## config.mk

```make
export PLATFORM = sky130hd
export DESIGN_NAME = dcr_device_flat
export DESIGN_NICKNAME = d
export VERILOG_FILES = /design/src/core/dcr_pkg.sv /design/src/core/dcr_link_if.sv /design/src/core/dcr_device.sv /design/src/flat_wrapper.sv
export SDC_FILE = /design/constraint.sdc
export NUM_CORES = 1
export LEC_CHECK = 0
export BUFFER_PORTS_ARGS = -buffer_cell sky130_fd_sc_hd__buf_2
export CORE_UTILIZATION = 46
export CTS_CLUSTER_DIAMETER = 40
export DETAILED_ROUTE_END_ITERATION = 16
export GPL_ROUTABILITY_DRIVEN = 0
export PLACE_DENSITY = 0.7
export SLEW_MARGIN = 20
export SYNTH_ARGS = -nofsm -noshare
export SYNTH_HDL_FRONTEND = slang
export SYNTH_SLANG_ARGS = --single-unit
```

## constraint.sdc

```tcl
create_clock -name clk_i -period 15.85 [get_ports clk_i]
set_clock_uncertainty 0.2 [all_clocks]
set_input_delay 0.7925 -clock clk_i [delete_from_list [all_inputs] [get_ports clk_i]]
set_output_delay 0.7925 -clock clk_i [all_outputs]
set_load 0.05 [all_outputs]
```

## src/core/dcr_pkg.sv

```systemverilog
package dcr_pkg;
    // Command bytes of the control group
    localparam logic [7:0] CMD_GRP_MASK = 8'h83;
    localparam logic [7:0] CMD_RESET = 8'hC3;
    localparam logic [7:0] CMD_LOAD = 8'hCF;
    localparam logic [7:0] CMD_CONTINUE = 8'hD3;
    localparam logic [7:0] CMD_DIS_INT = 8'hAF;
    localparam logic [7:0] CMD_EN_INT = 8'hAB;
    localparam logic [7:0] CMD_RST_DIS_INT = 8'hA3;
    localparam logic [7:0] CMD_EN_AFTER_RET = 8'hB7;
    localparam logic [7:0] CMD_RD_STATUS = 8'hBF;
    localparam logic [7:0] CMD_REINIT_STAT = 8'h8B;
    localparam logic [7:0] CMD_RD_MASK = 8'hBB;
    localparam logic [7:0] CMD_INIT_RD = 8'hA7;
    localparam logic [7:0] CMD_FORCE_RDY = 8'hB3;
    localparam logic [7:0] CMD_EN_DMA = 8'h87;
    localparam logic [7:0] CMD_DIS_DMA = 8'h83;
    // Two-byte return-from-interrupt opcode seen on instruction fetches
    localparam logic [7:0] RET_PREFIX = 8'hED;
    localparam logic [7:0] RET_OPCODE = 8'h4D;
    // Status byte fields
    localparam int ST_OPER = 0;
    localparam int ST_RDY = 1;
    localparam int ST_PEND_N = 3;
    localparam int ST_MATCH_N = 4;
    localparam int ST_EOB_N = 5;
    // Read sequence
    localparam int NUM_RD = 7;
    localparam logic [6:0] MASK_RESET = 7'h7F;
    // Controller register map, byte addresses
    localparam int ADDR_W = 5;
    localparam logic [4:0] OFF_CMD = 5'h00;
    localparam logic [4:0] OFF_READ = 5'h04;
    localparam logic [4:0] OFF_FETCH = 5'h08;
    localparam logic [4:0] OFF_ACK = 5'h0C;
    localparam logic [4:0] OFF_SVC = 5'h10;
    localparam logic [4:0] OFF_STAT = 5'h14;
    localparam logic [1:0] SVC_PLAIN = 2'h1;
    localparam logic [1:0] SVC_SNOOP = 2'h2;
    typedef enum {
        HS_IDLE,
        HS_SEND,
        HS_RDWAIT,
        HS_DONE
    } dcr_hstate_t;
endpackage : dcr_pkg

```

## src/core/dcr_link_if.sv

```systemverilog
`timescale 1ns/1ps
`default_nettype none
interface dcr_link_if;
    logic wr_stb;
    logic [7:0] wr_data;
    logic rd_stb;
    logic rd_ack;
    logic [7:0] rd_data;
    logic fetch_stb;
    logic [7:0] fetch_data;
    logic int_ack;
    logic irq;
    logic bus_req;
    modport dev (
        input wr_stb, wr_data, rd_stb, fetch_stb, fetch_data, int_ack,
        output rd_ack, rd_data, irq, bus_req
    );
    modport host (
        output wr_stb, wr_data, rd_stb, fetch_stb, fetch_data, int_ack,
        input rd_ack, rd_data, irq, bus_req
    );
endinterface : dcr_link_if
`default_nettype wire

```

## src/core/dcr_device.sv

```systemverilog
// Functional notes
// - Disable-interrupts drops request, keeps latches
// - Powers up disabled; enable command or config
// - Snooped return opcode re-arms interrupts
// - Conditions latch even while interrupts disabled
// - Host refuses enable command before reinit; plain service sends it anyway
// - Reset-disable clears pending, in-service, force, enable
// - Plain host ends service with three commands
// - Ready-interrupt latch blocks requests until re-arm
// - Snooping host writes re-arm then enable
// - Read-status returns status on next read
// - Reinit sets status bits four and five
// - Status byte layout: op, ready, pending
// - Host disables requests before status reinit
// - Load clears op bit unless a bus request is up in that cycle; load_o pulses a cycle late
// - Read-mask-follows stores next byte as mask
// - Reads walk masked registers in ascending order
// - Initiate-read points at lowest masked register
// - Read pointer survives other commands
// - Force-ready is ORed with external ready for bus requests only
// - Forced ready cancelled by listed events
// - Enable-requests command touches nothing else
// - Every other control byte disables requests
// - Group byte has bits seven, one, zero set
`timescale 1ns/1ps
`default_nettype none
module dcr_device (
    input wire logic clk_i,
    input wire logic rst_i,
    dcr_link_if.dev link,
    input wire logic ready_pin_i,
    input wire logic ready_high_i,
    input wire logic cfg_int_en_i,
    input wire logic cfg_dma_en_i,
    input wire logic int_on_match_i,
    input wire logic int_on_eob_i,
    input wire logic int_on_ready_i,
    input wire logic match_evt_i,
    input wire logic eob_evt_i,
    input wire logic bus_release_i,
    input wire logic [47:0] rr_bytes_i,
    output logic force_ready_o,
    output logic load_o
);
    import dcr_pkg::*;

    logic rdy_meta_reg;
    logic rdy_sync_reg;
    logic mask_next_reg;
    logic [6:0] mask_reg;
    logic [2:0] ptr_reg;
    logic stat_once_reg;
    logic ret_pre_reg;
    logic int_en_reg;
    logic pending_reg;
    logic in_service_reg;
    logic ready_irq_reg;
    logic dma_en_reg;
    logic force_reg;
    logic op_reg;
    logic match_n_reg;
    logic eob_n_reg;
    logic [7:0] rd_data_reg;
    logic rd_ack_reg;
    logic load_reg;
    logic is_cmd;
    logic ret_seen;
    logic rdy_active;
    logic ready_eff;
    logic ior_evt;
    logic cond_evt;
    logic [7:0] status;

    // Next masked register after position p, wrapping; p if mask empty
    function automatic logic [2:0] next_sel(input logic [6:0] m,
                                            input logic [2:0] p);
        logic [2:0] r;
        logic [2:0] idx;
        r = p;
        for (int i = NUM_RD; i >= 1; i--) begin
            idx = 3'((int'(p) + i) % NUM_RD);
            if (m[idx]) begin
                r = idx;
            end
        end
        return r;
    endfunction : next_sel

    function automatic logic cmd_is(input logic [7:0] c);
        return is_cmd && (link.wr_data == c);
    endfunction : cmd_is

    // A byte right after read-mask-follows is data, never a command
    assign is_cmd = link.wr_stb && !mask_next_reg
        && ((link.wr_data & CMD_GRP_MASK) == CMD_GRP_MASK);
    assign ret_seen = link.fetch_stb && ret_pre_reg
        && (link.fetch_data == RET_OPCODE);
    assign rdy_active = (rdy_sync_reg == ready_high_i);
    assign ready_eff = force_reg || rdy_active;
    assign ior_evt = int_on_ready_i && rdy_active && dma_en_reg
        && !ready_irq_reg && !in_service_reg;
    assign cond_evt = (match_evt_i && int_on_match_i)
        || (eob_evt_i && int_on_eob_i) || ior_evt;
    assign status = {2'b00, eob_n_reg, match_n_reg, !pending_reg, 1'b0,
                     rdy_active, op_reg};

    // Interrupt request is shut off while disabled or under service
    assign link.irq = pending_reg && int_en_reg && !in_service_reg;
    // Interrupt-on-ready must interrupt before the bus is requested
    assign link.bus_req = dma_en_reg && ready_eff && !ready_irq_reg
        && !in_service_reg && !ior_evt;
    assign link.rd_data = rd_data_reg;
    assign link.rd_ack = rd_ack_reg;
    assign force_ready_o = force_reg;
    assign load_o = load_reg;

    // Ready pin is asynchronous to clk_i
    always_ff @(posedge clk_i) begin
        if (rst_i) begin
            rdy_meta_reg <= 1'b0;
            rdy_sync_reg <= 1'b0;
        end else begin
            rdy_meta_reg <= ready_pin_i;
            rdy_sync_reg <= rdy_meta_reg;
        end
    end

    always_ff @(posedge clk_i) begin
        if (rst_i) begin
            ret_pre_reg <= 1'b0;
        end else if (link.fetch_stb) begin
            ret_pre_reg <= (link.fetch_data == RET_PREFIX);
        end
    end

    always_ff @(posedge clk_i) begin
        if (rst_i) begin
            int_en_reg <= 1'b0;
        end else if (cmd_is(CMD_DIS_INT) || cmd_is(CMD_RST_DIS_INT)
                     || cmd_is(CMD_RESET)) begin
            int_en_reg <= 1'b0;
        end else if (cmd_is(CMD_EN_INT) || cfg_int_en_i) begin
            int_en_reg <= 1'b1;
        end
    end

    // Set wins over every clear: a condition is never lost
    always_ff @(posedge clk_i) begin
        if (rst_i) begin
            pending_reg <= 1'b0;
        end else if (cond_evt) begin
            pending_reg <= 1'b1;
        end else if (cmd_is(CMD_RST_DIS_INT) || cmd_is(CMD_RESET)
                     || ret_seen) begin
            pending_reg <= 1'b0;
        end
    end

    always_ff @(posedge clk_i) begin
        if (rst_i) begin
            in_service_reg <= 1'b0;
        end else if (link.int_ack && link.irq) begin
            in_service_reg <= 1'b1;
        end else if (cmd_is(CMD_RST_DIS_INT) || cmd_is(CMD_RESET)
                     || ret_seen) begin
            in_service_reg <= 1'b0;
        end
    end

    always_ff @(posedge clk_i) begin
        if (rst_i) begin
            ready_irq_reg <= 1'b0;
        end else if (ior_evt) begin
            ready_irq_reg <= 1'b1;
        end else if (cmd_is(CMD_EN_AFTER_RET) || cmd_is(CMD_RESET)) begin
            ready_irq_reg <= 1'b0;
        end
    end

    // Any written byte drops requesting except the enable command itself
    always_ff @(posedge clk_i) begin
        if (rst_i) begin
            dma_en_reg <= 1'b0;
        end else if (cmd_is(CMD_EN_DMA) || cfg_dma_en_i) begin
            dma_en_reg <= 1'b1;
        end else if (link.wr_stb) begin
            dma_en_reg <= 1'b0;
        end
    end

    always_ff @(posedge clk_i) begin
        if (rst_i) begin
            force_reg <= 1'b0;
        end else if (cmd_is(CMD_RESET) || cmd_is(CMD_LOAD)
                     || cmd_is(CMD_RST_DIS_INT) || eob_evt_i
                     || match_evt_i || bus_release_i) begin
            force_reg <= 1'b0;
        end else if (cmd_is(CMD_FORCE_RDY)) begin
            force_reg <= 1'b1;
        end
    end

    always_ff @(posedge clk_i) begin
        if (rst_i) begin
            op_reg <= 1'b0;
        end else if (link.bus_req) begin
            op_reg <= 1'b1;
        end else if (cmd_is(CMD_LOAD)) begin
            op_reg <= 1'b0;
        end
    end

    always_ff @(posedge clk_i) begin
        if (rst_i) begin
            load_reg <= 1'b0;
        end else begin
            load_reg <= cmd_is(CMD_LOAD);
        end
    end

    // Found events win over a reinit in the same cycle
    always_ff @(posedge clk_i) begin
        if (rst_i) begin
            match_n_reg <= 1'b1;
        end else if (match_evt_i) begin
            match_n_reg <= 1'b0;
        end else if (cmd_is(CMD_REINIT_STAT) || cmd_is(CMD_RESET)) begin
            match_n_reg <= 1'b1;
        end
    end

    always_ff @(posedge clk_i) begin
        if (rst_i) begin
            eob_n_reg <= 1'b1;
        end else if (eob_evt_i) begin
            eob_n_reg <= 1'b0;
        end else if (cmd_is(CMD_REINIT_STAT) || cmd_is(CMD_RESET)
                     || cmd_is(CMD_LOAD) || cmd_is(CMD_CONTINUE)) begin
            eob_n_reg <= 1'b1;
        end
    end

    always_ff @(posedge clk_i) begin
        if (rst_i) begin
            mask_next_reg <= 1'b0;
            mask_reg <= MASK_RESET;
        end else if (mask_next_reg && link.wr_stb) begin
            mask_next_reg <= 1'b0;
            mask_reg <= link.wr_data[6:0];
        end else if (cmd_is(CMD_RD_MASK)) begin
            mask_next_reg <= 1'b1;
        end
    end

    // Reset command leaves the read sequence alone
    always_ff @(posedge clk_i) begin
        if (rst_i) begin
            ptr_reg <= 3'h0;
            stat_once_reg <= 1'b0;
        end else if (cmd_is(CMD_INIT_RD)) begin
            ptr_reg <= next_sel(mask_reg, 3'(NUM_RD - 1));
            stat_once_reg <= 1'b0;
        end else if (cmd_is(CMD_RD_STATUS)) begin
            stat_once_reg <= 1'b1;
        end else if (link.rd_stb) begin
            if (stat_once_reg) begin
                stat_once_reg <= 1'b0;
            end else begin
                ptr_reg <= next_sel(mask_reg, ptr_reg);
            end
        end
    end

    always_ff @(posedge clk_i) begin
        if (rst_i) begin
            rd_data_reg <= 8'h00;
            rd_ack_reg <= 1'b0;
        end else begin
            rd_ack_reg <= link.rd_stb;
            if (link.rd_stb) begin
                if (stat_once_reg || ptr_reg == 3'h0) begin
                    rd_data_reg <= status;
                end else begin
                    rd_data_reg <= rr_bytes_i[8 * (int'(ptr_reg) - 1) +: 8];
                end
            end
        end
    end
endmodule : dcr_device
`default_nettype wire

```

## src/flat_wrapper.sv

```systemverilog
// flat-port wrapper written by rule: the top's interface ports become plain ports
module dcr_device_flat import dcr_pkg::*;
  (clk_i, rst_i, ready_pin_i, ready_high_i, cfg_int_en_i, cfg_dma_en_i, int_on_match_i, int_on_eob_i, int_on_ready_i, match_evt_i, eob_evt_i, bus_release_i, rr_bytes_i, force_ready_o, load_o, link_wr_stb, link_wr_data, link_rd_stb, link_fetch_stb, link_fetch_data, link_int_ack, link_rd_ack, link_rd_data, link_irq, link_bus_req);
  dcr_link_if link_i ();
  input wire logic clk_i;
  input wire logic rst_i;
  input wire logic ready_pin_i;
  input wire logic ready_high_i;
  input wire logic cfg_int_en_i;
  input wire logic cfg_dma_en_i;
  input wire logic int_on_match_i;
  input wire logic int_on_eob_i;
  input wire logic int_on_ready_i;
  input wire logic match_evt_i;
  input wire logic eob_evt_i;
  input wire logic bus_release_i;
  input wire logic [47:0] rr_bytes_i;
  output logic force_ready_o;
  output logic load_o;
  input wire logic [$bits(link_i.wr_stb)-1:0] link_wr_stb;
  input wire logic [$bits(link_i.wr_data)-1:0] link_wr_data;
  input wire logic [$bits(link_i.rd_stb)-1:0] link_rd_stb;
  input wire logic [$bits(link_i.fetch_stb)-1:0] link_fetch_stb;
  input wire logic [$bits(link_i.fetch_data)-1:0] link_fetch_data;
  input wire logic [$bits(link_i.int_ack)-1:0] link_int_ack;
  output wire logic [$bits(link_i.rd_ack)-1:0] link_rd_ack;
  output wire logic [$bits(link_i.rd_data)-1:0] link_rd_data;
  output wire logic [$bits(link_i.irq)-1:0] link_irq;
  output wire logic [$bits(link_i.bus_req)-1:0] link_bus_req;
  assign link_i.wr_stb = link_wr_stb;
  assign link_i.wr_data = link_wr_data;
  assign link_i.rd_stb = link_rd_stb;
  assign link_i.fetch_stb = link_fetch_stb;
  assign link_i.fetch_data = link_fetch_data;
  assign link_i.int_ack = link_int_ack;
  assign link_rd_ack = link_i.rd_ack;
  assign link_rd_data = link_i.rd_data;
  assign link_irq = link_i.irq;
  assign link_bus_req = link_i.bus_req;
  dcr_device u_core (.clk_i(clk_i), .rst_i(rst_i), .link(link_i), .ready_pin_i(ready_pin_i), .ready_high_i(ready_high_i), .cfg_int_en_i(cfg_int_en_i), .cfg_dma_en_i(cfg_dma_en_i), .int_on_match_i(int_on_match_i), .int_on_eob_i(int_on_eob_i), .int_on_ready_i(int_on_ready_i), .match_evt_i(match_evt_i), .eob_evt_i(eob_evt_i), .bus_release_i(bus_release_i), .rr_bytes_i(rr_bytes_i), .force_ready_o(force_ready_o), .load_o(load_o));
endmodule
```

==> results.yml, run 1 <==
logic_synthesis:
  synth_async_sr_flop_share_pct: 0
  postSynthNetCount: 666
  ys.warnings.count: 0
  share_of_synthesized_area_occupied_by_flip_flops_and_latches_pct: 15.6
  synth.area.top_cells: "sky130_fd_sc_hd__dfxtp_1 16%, sky130_fd_sc_hd__ha_1 7.8%, sky130_fd_sc_hd__mux4_2 6.2%"
  postSynthRegisterBits: 34
  netlist.top_cell.by_area: "sky130_fd_sc_hd__dfxtp_1"
  synthDominantCellAreaShare_pct: 15.6
  synth-edff-count: 0
  synthDistinctLibCells: 84
  syn-instance-count: 559
  syn-cell-area_mm2: 0.00436
  synth.avg_cell_area_um2: 7.80
  most_used_dff_post_synth: "sky130_fd_sc_hd__dfxtp_1"
placement:
  hpwlAfterDp_um: 9740
  numPlacedInstances: 726
  port-buffer-count: 92
timing:
  layout_min_cycle_time_ps: 5820
  timing.fmax_mhz: 172
  worst_pin_slew_ps: 801
  fin_crit_sh_pct: 36.7
  timing.final.setup_violations: 0
  setup_repair_after_global_routing_missed_its_margin: "no"
  final_max_slew_viol_count: 0
  fin_setup_tns_ps: 0
  max_slew_margin_pct: 46.6
  final-hold-violation-count: 0
clock_tree:
  tritoncts: "done"
  cell_chosen_for_the_clock_root: "sky130_fd_sc_hd__clkbuf_8"
  cts_setup_buffers: 0
  clock-sinks: 34
  hold_buffers: 0
  clock_tree.buffer_depth: 2
  clock_latency_ps: 290
  cts_buffers: 5
  cts_max_level: 2
  post_cts_resized: 0
  worst_setup_hold_path_clk_slew_ps: 80
global_routing:
  antenna_violations_before_repair: 0
  grt_remaining_overflow: 0
  wire_length_of_the_first_global_routing_pass_um: 21200
  maximum_number_of_pins_on_one_net_before_global_route_repair: 55
  via_count_of_the_first_global_routing_pass: 4377
  grt_usage_pct: 26.4
routing:
  vias: 4654
  postRouteAntennaNets: 0
  drt-initial-drc-count: 391
  routedWlPerCell_um: 17.5
  route.detailed.drc: 0
  routed_wl_um: 12900
  detail_route.first_pass.iterations: 5
  via_per_inst: 6.34
final_layout:
  layout.core_utilization_pct: 53.7
  areaGrowthSynthToFinish_pct: 13.3
  antenna_cells: 0
  combined_flip_flop_and_latch_cell_area_um2: 682
  number_of_standard_cells_in_the_layout_taps_in_and_fillers_out: 734
  fillerInstances: 903
  largest_register_ff_count: 8
  post_route_cells_drive_above_1_share_pct: 23.0
  multiInputGateArea_mm2: 0.00342
  final_nets: 729
floorplanning:
  floorplan.initialDensity_pct: 47.4
  rows: 35
  fp.dieW_um: 99.3
  chipHeight_um: 99.3
  ioPinCount: 93
  floorplan_die_area_mm2: 0.00987
  fp.coreArea_mm2: 0.00920
critical_path:
  class_of_the_most_critical_setup_path: "reg -> reg"
  critical_path.startpoint_type: "flop"
  cp_data_required_time_ps: 15810
  worst-path-max-fanout: 25
  critPathCaptureType: "flop"
  cp_data_arrival_time_ps: 5780
power_and_ir_drop:
  p_leak_nw: 2.10
  power_density_mw_per_mm2: 136
  worst_ir_drop_vdd_mv: 0.0796
flow_run:
  drv.max_cap_violation_count: 0
min_path:
  min-delay-path-class: "reg -> reg"
outcome:
  outcome: "finished, final reports clean"
power by group:
part | total, mW | internal (mW) | leakage (nW) | switching (mW)
registers | 0.0968 | 0.0913 | 0.279 | 0.00544
logic | 0.475 | 0.197 | 1.75 | 0.278
clock network | 0.0978 | 0.0630 | 0.0683 | 0.0348
through the flow:
stage                     hold slack, ps  area (um^2)  worst slack [ps]  power, mW
after CTS                            255         4940             10100      0.663
final                                252         4940             10030      0.669
after floorplan                      214         4360              9810      0.475
after global placement               234         4800             10330      0.551
after global routing                 281         4940              9620      0.721
after detailed placement             243         4800             10110      0.563
layer usage:
layer  up-vias  wire (um)  global-route usage, %  share of wire (%)
li1       2250          -                      -                  -
met1      2194       5500                   35.0                 43
met2       187       6160                   44.6                 48
met3        23        944                   3.37                7.3
met4         0        249                   8.14                1.9
met5         -          0                      0                  0
cell families after synthesis:
group | Yosys count | synth area share (%)
compound gates | 158 | 27.3
xor+xnor | 11 | 2.38
fa+ha+maj | 27 | 7.75
buf+inv | 61 | 5.89
flops | 34 | 15.6
mux | 40 | 13.1
simple gates | 228 | 28.0
worst max-delay path, cell delays in order, from the launching register on:
cell and delay (ps):
sky130_fd_sc_hd__dfxtp_1 620, sky130_fd_sc_hd__inv_1 240, sky130_fd_sc_hd__ha_1 870, sky130_fd_sc_hd__ha_1 280, sky130_fd_sc_hd__ha_1 310, sky130_fd_sc_hd__nor3b_1 130
sky130_fd_sc_hd__nor3_2 270, sky130_fd_sc_hd__nand3_1 150, sky130_fd_sc_hd__ha_1 250, sky130_fd_sc_hd__nor2b_1 130, sky130_fd_sc_hd__nor3_1 320, sky130_fd_sc_hd__or2_0 400
sky130_fd_sc_hd__mux4_1 380, sky130_fd_sc_hd__or3_4 430, sky130_fd_sc_hd__and2_4 160, sky130_fd_sc_hd__a31o_1 170, sky130_fd_sc_hd__a211oi_1 230, sky130_fd_sc_hd__o32ai_1 120
final cells by class:
class                   instances  area share [%]
multi-input cells             464            69.3
flip-flops and latches         34            13.8
repair buffers                 93            9.48
well taps                     111            2.81
inverters                      24            1.82
clock buffers                   5            1.39
clock inverters                 3            1.39
final timing paths:
path | slack, ps | cells after the start | start | end
setup / recovery | 10030 | 17 | u_core.ptr_reg[1]$_SDFFE_PP0P_ | u_core.ptr_reg[0]$_SDFFE_PP0P_
setup reg to reg | 10030 | 17 | u_core.ptr_reg[1]$_SDFFE_PP0P_ | u_core.ptr_reg[0]$_SDFFE_PP0P_
hold / removal | 250 | 2 | u_core.link.rd_data[7]$_SDFFE_PP0P_ | u_core.link.rd_data[7]$_SDFFE_PP0P_
hold reg to reg | 250 | 2 | u_core.link.rd_data[7]$_SDFFE_PP0P_ | u_core.link.rd_data[7]$_SDFFE_PP0P_
layout by cell type, fill, tap and decap left out, types with 5 or more instances in the layout:
cell type and instances:
sky130_fd_sc_hd__nand2_1 50, sky130_fd_sc_hd__or3_1 6, sky130_fd_sc_hd__mux4_2 12, sky130_fd_sc_hd__ha_1 27, sky130_fd_sc_hd__o31ai_1 7, sky130_fd_sc_hd__buf_2 92, sky130_fd_sc_hd__nand3_1 35, sky130_fd_sc_hd__a21oi_1 29
sky130_fd_sc_hd__nor4_1 6, sky130_fd_sc_hd__and2_1 8, sky130_fd_sc_hd__nor2_1 37, sky130_fd_sc_hd__nand2b_1 10, sky130_fd_sc_hd__mux2i_1 25, sky130_fd_sc_hd__clkbuf_8 5, sky130_fd_sc_hd__dfxtp_1 33, sky130_fd_sc_hd__inv_1 21
sky130_fd_sc_hd__nor2b_1 21, sky130_fd_sc_hd__o211ai_1 13, sky130_fd_sc_hd__a31oi_1 11, sky130_fd_sc_hd__o21ai_0 16, sky130_fd_sc_hd__a211oi_1 15, sky130_fd_sc_hd__nand4_1 6, sky130_fd_sc_hd__or2_2 5, sky130_fd_sc_hd__xnor2_1 10
sky130_fd_sc_hd__nor3_1 17
synth_stat cells, types with 7 or more instances:
library cell               instances
sky130_fd_sc_hd__a21oi_1          29
sky130_fd_sc_hd__mux4_2           12
sky130_fd_sc_hd__o21ai_0          16
sky130_fd_sc_hd__buf_2             7
sky130_fd_sc_hd__nor3_1           17
sky130_fd_sc_hd__inv_1            21
sky130_fd_sc_hd__ha_1             27
sky130_fd_sc_hd__xnor2_1          10
sky130_fd_sc_hd__nor2_1           37
sky130_fd_sc_hd__and2_1            8
sky130_fd_sc_hd__nand2_1          50
sky130_fd_sc_hd__a211oi_1         15
sky130_fd_sc_hd__dfxtp_1          34
sky130_fd_sc_hd__mux2i_1          25
sky130_fd_sc_hd__nand3_1          35
sky130_fd_sc_hd__o31ai_1           7
sky130_fd_sc_hd__a31oi_1          11
sky130_fd_sc_hd__o211ai_1         13
sky130_fd_sc_hd__clkbuf_1         25
sky130_fd_sc_hd__nor2b_1          21
sky130_fd_sc_hd__nand2b_1         10
Note: power is estimated with default switching activity, not from simulation.
==> run 2: changes to the inputs <==
--- a/config.mk
+++ b/config.mk
@@ -5,12 +5,13 @@
 export SDC_FILE = /design/constraint.sdc
 export NUM_CORES = 1
 export LEC_CHECK = 0
+export ABC_AREA = 1
 export BUFFER_PORTS_ARGS = -buffer_cell sky130_fd_sc_hd__buf_2
 export CORE_UTILIZATION = 46
 export CTS_CLUSTER_DIAMETER = 40
 export DETAILED_ROUTE_END_ITERATION = 16
 export GPL_ROUTABILITY_DRIVEN = 0
-export PLACE_DENSITY = 0.7
+export PLACE_DENSITY = 0.74
 export SLEW_MARGIN = 20
 export SYNTH_ARGS = -nofsm -noshare
 export SYNTH_HDL_FRONTEND = slang
==> constraint.sdc (replaced) <==
create_clock -name clk_i -period 5.26 [get_ports clk_i]
set_clock_uncertainty 0.2 [all_clocks]
set_input_delay 0.263 -clock clk_i [delete_from_list [all_inputs] [get_ports clk_i]]
set_output_delay 0.263 -clock clk_i [all_outputs]
set_load 0.05 [all_outputs]
==> run 2 against run 1 <==
The run now ends with negative hold slack left; cell count up 18%; die area down 9.5%; utilization up 2.0 points; non-clock buffer count up 2; final area down 6.8%; maximum frequency up 34%; count of clock-buffer cells in the layout up 1; critical path depth up 6; critical path type unchanged; highest routed layer unchanged.
==> results.yml, run 2 <==
outcome:
  outcome: "finished with violations"
  violations: "negative hold slack"
critical_path:
  cp_data_arrival_time_ps: 4380
  critical_path.startpoint_type: "flop"
  critPathTopFamily: "adder cells"
  timing.critical_path.cells: "clkinv_1, ha_1, ha_1, inv_1, ha_1, ha_1, inv_1, nand2_1, xor2_1, ha_1, nand3_1, nand2_1, xor2_1, nand2_1, nand2_1, inv_1, nand3_1, nand3_1, nand2_1, nand2_1, nand2_1, nand2_1, a21oi_2"
  worst_r2r_end: "u_core.ptr_reg[0]$_SDFFE_PP0P_"
  critical_path.n_buffers_inverters: 4
  worst_r2r_startpoint: "u_core.ptr_reg[1]$_SDFFE_PP0P_"
  crit_path_top_delay_cell: "sky130_fd_sc_hd__dfxtp_1"
  reg2reg_slack_ps: 910
  cp_data_required_time_ps: 5290
  critPathMostFrequentCell: "sky130_fd_sc_hd__nand2_1"
  longest_individual_stage_delay_on_the_worst_path_ps: 500
  critPathCaptureType: "flop"
  reg2reg_depth: 23
  worst-path-max-fanout: 10
  class_of_the_most_critical_setup_path: "reg -> reg"
final_layout:
  layout.cells.most_common: "sky130_fd_sc_hd__nand2_1"
  fillerInstances: 821
  commonest_cells_after_routing_fill_and_taps_aside: "180 x sky130_fd_sc_hd__nand2_1, 92 x sky130_fd_sc_hd__buf_2, 88 x sky130_fd_sc_hd__inv_1"
  final_nets: 868
  antenna_cells: 0
  largest_register_ff_count: 8
  areaGrowthSynthToFinish_pct: 17.0
  post_route_cells_drive_above_1_share_pct: 18.3
logic_synthesis:
  synth_async_sr_flop_share_pct: 0
  yosysMostFrequentCell: "sky130_fd_sc_hd__nand2_1"
  synth_common_cells: "180 x sky130_fd_sc_hd__nand2_1, 88 x sky130_fd_sc_hd__inv_1, 67 x sky130_fd_sc_hd__nor2_1, 62 x sky130_fd_sc_hd__nand3_1"
  syn-instance-count: 673
  share_of_synthesized_area_occupied_by_flip_flops_and_latches_pct: 17.3
  postSynthRegisterBits: 34
  netlist.top_cell.by_area: "sky130_fd_sc_hd__dfxtp_1"
  synth-edff-count: 0
  synthDominantCellAreaShare_pct: 17.3
  synthDistinctLibCells: 43
  most_used_dff_post_synth: "sky130_fd_sc_hd__dfxtp_1"
  synth.area.top_cells: "sky130_fd_sc_hd__dfxtp_1 17%, sky130_fd_sc_hd__nand2_1 17%, sky130_fd_sc_hd__ha_1 8.6%"
  synth.avg_cell_area_um2: 5.85
  ys.warnings.count: 0
  postSynthNetCount: 780
  syn-cell-area_mm2: 0.00393
routing:
  via_per_inst: 5.39
  postRouteAntennaNets: 0
  routed_wl_um: 11400
  detail_route.first_pass.iterations: 7
  drt-initial-drc-count: 300
  route.detailed.drc: 0
  vias: 4668
  routedWlPerCell_um: 13.1
min_path:
  min-delay-path-class: "in -> reg"
  worst_hold_path.num_cells: 3
  hold-path-endpoint: "u_core.mask_reg[0]$_SDFFE_PP1P_"
  worstHoldStart: "link_wr_data[0]"
clock_tree:
  tritoncts: "done"
  cts_buffers: 5
  worst_setup_hold_path_clk_slew_ps: 70
  clock_latency_ps: 290
  cts_max_level: 2
  post_cts_resized: 0
  cts_setup_buffers: 0
  clock-sinks: 34
  hold_buffers: 1
  cell_chosen_for_the_clock_root: "sky130_fd_sc_hd__clkbuf_8"
  clock_tree.buffer_depth: 2
timing:
  setup_repair_after_global_routing_missed_its_margin: "no"
  fin_crit_sh_pct: 82.7
  timing.final.setup_violations: 0
  final_max_slew_viol_count: 0
  final-hold-violation-count: 1
  max_slew_margin_pct: 29.7
  worst_pin_slew_ps: 1050
  timing.fmax_mhz: 230
  layout_min_cycle_time_ps: 4350
  fin_setup_tns_ps: 0
  final_layout_worst_hold_slack_ps: -0.445
floorplanning:
  floorplan_die_area_mm2: 0.00893
  ioPinCount: 93
  fp.coreArea_mm2: 0.00826
  rows: 33
  floorplan.initialDensity_pct: 47.6
  chipHeight_um: 94.5
  fp.dieW_um: 94.5
flow_run:
  drv.max_cap_violation_count: 0
global_routing:
  grt_remaining_overflow: 0
  via_count_of_the_first_global_routing_pass: 4314
  grt_usage_pct: 25.9
  maximum_number_of_pins_on_one_net_before_global_route_repair: 41
  wire_length_of_the_first_global_routing_pass_um: 18600
  antenna_violations_before_repair: 0
placement:
  hpwlAfterDp_um: 8920
  port-buffer-count: 92
run 2: cell count changes after synthesis, moves of 12 or more:
cell | previous run | this run
sky130_fd_sc_hd__nand2_1 | 50 | 180
sky130_fd_sc_hd__inv_1 | 21 | 88
sky130_fd_sc_hd__nor2_1 | 37 | 67
sky130_fd_sc_hd__nand3_1 | 35 | 62
sky130_fd_sc_hd__o21ai_0 | 16 | 42
sky130_fd_sc_hd__mux2i_1 | 25 | 0
sky130_fd_sc_hd__nor2b_1 | 21 | 0
sky130_fd_sc_hd__nand2_2 | 0 | 18
sky130_fd_sc_hd__clkbuf_1 | 25 | 9
sky130_fd_sc_hd__a211oi_1 | 15 | 2
sky130_fd_sc_hd__a21oi_1 | 29 | 42
sky130_fd_sc_hd__mux4_2 | 12 | 0
run 2: layout make-up:
class                      count  area, um^2  share of cell area [%]
multi-input combinational    532        2840                    61.8
tap                          105         131                    2.85
inverter                      93         349                    7.59
sequential                    34         681                    14.8
timing repair buffer          95         485                    10.5
clock inverter                 1        30.0                   0.653
clock buffer                   6        82.6                    1.79
run 2: worst max path at each step:
stage | from | to | slack (ps) | cells after the start
2_1_floorplan | u_core.ptr_reg[0]$_SDFFE_PP0P_ | u_core.ptr_reg[0]$_SDFFE_PP0P_ | 740 | 28
3_3_place_gp | u_core.ptr_reg[1]$_SDFFE_PP0P_ | u_core.ptr_reg[0]$_SDFFE_PP0P_ | 1170 | 21
3_5_place_dp | u_core.ptr_reg[1]$_SDFFE_PP0P_ | u_core.ptr_reg[0]$_SDFFE_PP0P_ | 990 | 21
4_1_cts | u_core.ptr_reg[1]$_SDFFE_PP0P_ | u_core.ptr_reg[0]$_SDFFE_PP0P_ | 980 | 21
5_1_grt | u_core.ptr_reg[1]$_SDFFE_PP0P_ | u_core.ptr_reg[0]$_SDFFE_PP0P_ | 530 | 21
6_report | u_core.ptr_reg[1]$_SDFFE_PP0P_ | u_core.ptr_reg[0]$_SDFFE_PP0P_ | 910 | 23
run 2: logic make-up (layout without fill, tap and decap cells):
| logic type | Yosys count | in the layout | synth area share (%) |
|---|---|---|---|
| simple gates | 369 | 369 | 42.0 |
| compound gates | 121 | 121 | 17.8 |
| buf+inv | 107 | 195 | 10.4 |
| flops | 34 | 34 | 17.3 |
| fa+ha+maj | 27 | 27 | 8.59 |
| xor+xnor | 15 | 15 | 3.91 |
run 2: metrics by stage:
step | cells | instance area [um^2] | util [%] | setup WS (ps) | hold slack [ps]
final | 866 | 4600 | 55.7 | 912 | -0.445
after global routing | 866 | 4600 | 55.7 | 527 | 22.3
after CTS | 866 | 4600 | 55.7 | 976 | 3.35
after detailed placement | 858 | 4480 | 54.2 | 992 | 202
after global placement | 858 | 4480 | 54.2 | 1170 | 189
after floorplan | 673 | 3930 | - | 739 | 170
run 2: worst register-to-register path, stage by stage (launching register included):
cell,delay (ps)
sky130_fd_sc_hd__dfxtp_1,500
sky130_fd_sc_hd__clkinv_1,380
sky130_fd_sc_hd__ha_1,330
sky130_fd_sc_hd__ha_1,420
sky130_fd_sc_hd__inv_1,80
sky130_fd_sc_hd__ha_1,190
sky130_fd_sc_hd__ha_1,190
sky130_fd_sc_hd__inv_1,90
sky130_fd_sc_hd__nand2_1,80
sky130_fd_sc_hd__xor2_1,220
sky130_fd_sc_hd__ha_1,220
sky130_fd_sc_hd__nand3_1,130
sky130_fd_sc_hd__nand2_1,160
sky130_fd_sc_hd__xor2_1,340
sky130_fd_sc_hd__nand2_1,120
sky130_fd_sc_hd__nand2_1,70
sky130_fd_sc_hd__inv_1,40
sky130_fd_sc_hd__nand3_1,70
sky130_fd_sc_hd__nand3_1,80
sky130_fd_sc_hd__nand2_1,70
sky130_fd_sc_hd__nand2_1,50
sky130_fd_sc_hd__nand2_1,50
sky130_fd_sc_hd__nand2_1,90
sky130_fd_sc_hd__a21oi_2,120
run 2: routing by layer:
| metal | vias to the layer above | share of wire, % | global-route usage [%] | wire (um) |
|---|---|---|---|---|
| li1 | 2375 | - | - | - |
| met2 | 201 | 46 | 44.9 | 5270 |
| met3 | 28 | 7.8 | 4.51 | 881 |
| met4 | 0 | 2.5 | 9.09 | 288 |
| met5 | - | 0 | 0 | 0 |
| met1 | 2064 | 43 | 32.1 | 4920 |
Power of run 2 is not shown: default switching activity piles up to over one toggle a cycle in this logic, so the estimate is an artifact.
==> run 3: changes to the inputs <==
--- a/config.mk
+++ b/config.mk
@@ -5,13 +5,13 @@
 export SDC_FILE = /design/constraint.sdc
 export NUM_CORES = 1
 export LEC_CHECK = 0
-export ABC_AREA = 1
+export ABC_AREA = 0
 export BUFFER_PORTS_ARGS = -buffer_cell sky130_fd_sc_hd__buf_2
 export CORE_UTILIZATION = 46
 export CTS_CLUSTER_DIAMETER = 40
 export DETAILED_ROUTE_END_ITERATION = 16
 export GPL_ROUTABILITY_DRIVEN = 0
-export PLACE_DENSITY = 0.74
+export PLACE_DENSITY = 0.7
 export SLEW_MARGIN = 20
 export SYNTH_ARGS = -nofsm -noshare
 export SYNTH_HDL_FRONTEND = slang
==> constraint.sdc (replaced) <==
create_clock -name clk_i -period 4.5 [get_ports clk_i]
set_clock_uncertainty 0.2 [all_clocks]
set_input_delay 0.225 -clock clk_i [delete_from_list [all_inputs] [get_ports clk_i]]
set_output_delay 0.225 -clock clk_i [all_outputs]
set_load 0.05 [all_outputs]
==> run 3 against run 2 <==
The run ends with negative setup slack left; utilization up 2.6 points; critical path depth down 4; worst hold slack better by 14 ps; die area up 11%; register-to-register slack worse by 920 ps; non-clock buffer count up 31; maximum frequency down 3.6%; via count up 3.8%; flip-flop and latch count unchanged; count of clock-buffer cells in the layout unchanged; critical path type unchanged; largest cell class unchanged.
==> results.yml, run 3 (same netlist as run 1, synthesis figures left out) <==
outcome:
  outcome: "finished with violations"
  violations: "negative setup slack"
clock_tree:
  cts_buffers: 5
  clock_latency_ps: 290
  cell_chosen_for_the_clock_root: "sky130_fd_sc_hd__clkbuf_8"
  cts_max_level: 2
  tritoncts: "done"
  clock_tree.buffer_depth: 2
  worst_setup_hold_path_clk_slew_ps: 80
  clock-sinks: 34
power_and_ir_drop:
  power_density_mw_per_mm2: 488
  p_sw_share_pct: 47.7
  worst_ir_drop_vdd_mv: 0.322
  sequentialPowerShare_pct: 13.1
  overall_power_mw: 2.62
  p_leak_nw: 2.27
  share_clk_of_total_power_pct: 10.8
  power.switching_mw: 1.25
  internal_power_mw: 1.37
  power.share.combinational_pct: 76.1
floorplanning:
  rows: 35
  ioPinCount: 93
  fp.dieW_um: 99.3
  floorplan_die_area_mm2: 0.00987
  chipHeight_um: 99.3
  fp.coreArea_mm2: 0.00920
  floorplan.initialDensity_pct: 47.4
critical_path:
  crit_path_top_delay_cell: "sky130_fd_sc_hd__or3_1"
  cp_data_arrival_time_ps: 4470
  worst_r2r_startpoint: "u_core.ptr_reg[1]$_SDFFE_PP0P_"
  worst_r2r_end: "u_core.ptr_reg[0]$_SDFFE_PP0P_"
  critical_path.startpoint_type: "flop"
  critPathTopFamily: "compound AO/OA/AOI/OAI gates"
  critPathMostFrequentCell: "sky130_fd_sc_hd__ha_4"
  reg2reg_slack_ps: -10
  longest_individual_stage_delay_on_the_worst_path_ps: 430
  cp_data_required_time_ps: 4460
  critPathCaptureType: "flop"
  reg2reg_depth: 19
  critical_path.n_buffers_inverters: 3
  timing.critical_path.cells: "inv_1, ha_4, buf_4, ha_4, ha_4, nand2b_4, or3_1, nand3_4, ha_4, nand2_1, o2111a_1, or2_0, buf_4, a311oi_1, o21ai_2, and2_4, a31oi_1, a311oi_1, o32ai_1"
  class_of_the_most_critical_setup_path: "reg -> reg"
  worst-path-max-fanout: 10
placement:
  hpwlAfterDp_um: 10500
  port-buffer-count: 92
  numPlacedInstances: 748
routing:
  drt-initial-drc-count: 451
  route.detailed.drc: 0
  routed_wl_um: 13800
  vias: 4847
  via_per_inst: 6.32
  postRouteAntennaNets: 0
  detail_route.first_pass.iterations: 4
  routedWlPerCell_um: 17.9
timing:
  final_max_slew_viol_count: 0
  final_critical_path_setup_slack_ps: -11.4
  layout_min_cycle_time_ps: 4510
  timing.fmax_mhz: 222
  worst_pin_slew_ps: 751
  final-hold-violation-count: 0
  fin_crit_sh_pct: 100
  max_slew_margin_pct: 49.7
  timing.final.setup_violations: 1
global_routing:
  antenna_violations_before_repair: 0
  via_count_of_the_first_global_routing_pass: 4757
  grt_remaining_overflow: 0
  wire_length_of_the_first_global_routing_pass_um: 22400
  grt_usage_pct: 27.8
  maximum_number_of_pins_on_one_net_before_global_route_repair: 30
final_layout:
  antenna_cells: 0
  largest_register_ff_count: 8
  commonest_cells_after_routing_fill_and_taps_aside: "92 x sky130_fd_sc_hd__buf_2, 50 x sky130_fd_sc_hd__nand2_1, 37 x sky130_fd_sc_hd__nor2_1"
  post_route_cells_drive_above_1_share_pct: 30.3
  number_of_standard_cells_in_the_layout_taps_in_and_fillers_out: 767
  areaGrowthSynthToFinish_pct: 23.1
  layout.cells.most_common: "sky130_fd_sc_hd__buf_2"
  final_nets: 762
min_path:
  worstHoldStart: "cfg_dma_en_i"
  hold-path-endpoint: "u_core.dma_en_reg$_SDFFE_PP0P_"
  min-delay-path-class: "in -> reg"
  worst_hold_path.num_cells: 3
flow_run:
  drv.max_cap_violation_count: 0
==> run 3: cell types whose count changed in the layout (fill, tap and decap cells not counted), moves of 20 or more <==
| cell | before | now |
|---|---|---|
| sky130_fd_sc_hd__nor2b_1 | 0 | 20 |
| sky130_fd_sc_hd__nor2_1 | 67 | 37 |
| sky130_fd_sc_hd__mux2i_1 | 0 | 24 |
| sky130_fd_sc_hd__nand3_1 | 62 | 34 |
| sky130_fd_sc_hd__buf_4 | 2 | 29 |
| sky130_fd_sc_hd__nand2_1 | 180 | 50 |
| sky130_fd_sc_hd__o21ai_0 | 42 | 15 |
| sky130_fd_sc_hd__inv_1 | 88 | 19 |
==> run 3: final cells by class <==
cell class | count | area, um^2
clock buffers | 6 | 72.6
clock inverters | 2 | 36.3
fillers | 861 | 3830
inverters | 24 | 96.3
multi-input cells | 464 | 3600
flip-flops and latches | 34 | 692
well taps | 111 | 139
repair buffers | 126 | 728
==> run 3: layer usage <==
layer,share of wire (%),global-route usage (%),wire (um)
met4,3.1,9.95,427
met5,0,0,0
met2,46,45.2,6360
met3,7.4,4.29,1020
met1,43,37.2,5950
==> run 3: per-stage QoR <==
step                      area, um^2  hold slack (ps)  worst slack (ps)  TNS [ps]  util [%]
after global placement          5090              189              58.8         0      55.3
final                           5370             14.0             -11.4     -11.4      58.4
after floorplan                 4550              101              -275      -789         -
after global routing            5370             11.0              -164      -206      58.4
after detailed placement        5090              193             -17.8     -24.1      55.3
after CTS                       5250             5.27              58.3         0      57.1
==> run 3: tightest hold or removal path, delay by kind of cell <==
kind | cells | cell delay, ps
AOI/OAI and AO/OA | 2 | 160
buffers and inverters | 1 | 90
==> run 3: what timing repair did <==
action / 4_1_cts / 5_1_grt
pin swaps: 0 / 8
hold buffers: 5 / 0
buffers inserted: 0 / 6
hold endpoints to repair: 4 / 0
endpoints found under the setup margin: 3 / 3
resized for setup: 2 / 21
==> run 3: power by group through the flow <==
| stage | Combinational (mW) | Clock [mW] | Sequential (mW) |
|---|---|---|---|
| 2_1_floorplan | 1.43 | 0 | 0.380 |
| 3_3_place_gp | 1.79 | 0 | 0.347 |
| 3_5_place_dp | 1.84 | 0 | 0.347 |
| 4_1_cts | 1.86 | 0.289 | 0.341 |
| 5_1_grt | 2.16 | 0.303 | 0.344 |
| 6_report | 1.99 | 0.284 | 0.342 |
==> run 3: worst max path at each step <==
stage | from | end | cells after the start
2_1_floorplan | u_core.ptr_reg[0]$_SDFFE_PP0P_ | u_core.ptr_reg[2]$_SDFFE_PP0P_ | 25
3_3_place_gp | u_core.ptr_reg[1]$_SDFFE_PP0P_ | u_core.ptr_reg[2]$_SDFFE_PP0P_ | 17
5_1_grt | u_core.ptr_reg[1]$_SDFFE_PP0P_ | u_core.ptr_reg[0]$_SDFFE_PP0P_ | 18
4_1_cts | u_core.ptr_reg[2]$_SDFFE_PP0P_ | u_core.ptr_reg[1]$_SDFFE_PP0P_ | 18
3_5_place_dp | u_core.ptr_reg[1]$_SDFFE_PP0P_ | u_core.ptr_reg[1]$_SDFFE_PP0P_ | 18
6_report | u_core.ptr_reg[1]$_SDFFE_PP0P_ | u_core.ptr_reg[0]$_SDFFE_PP0P_ | 19
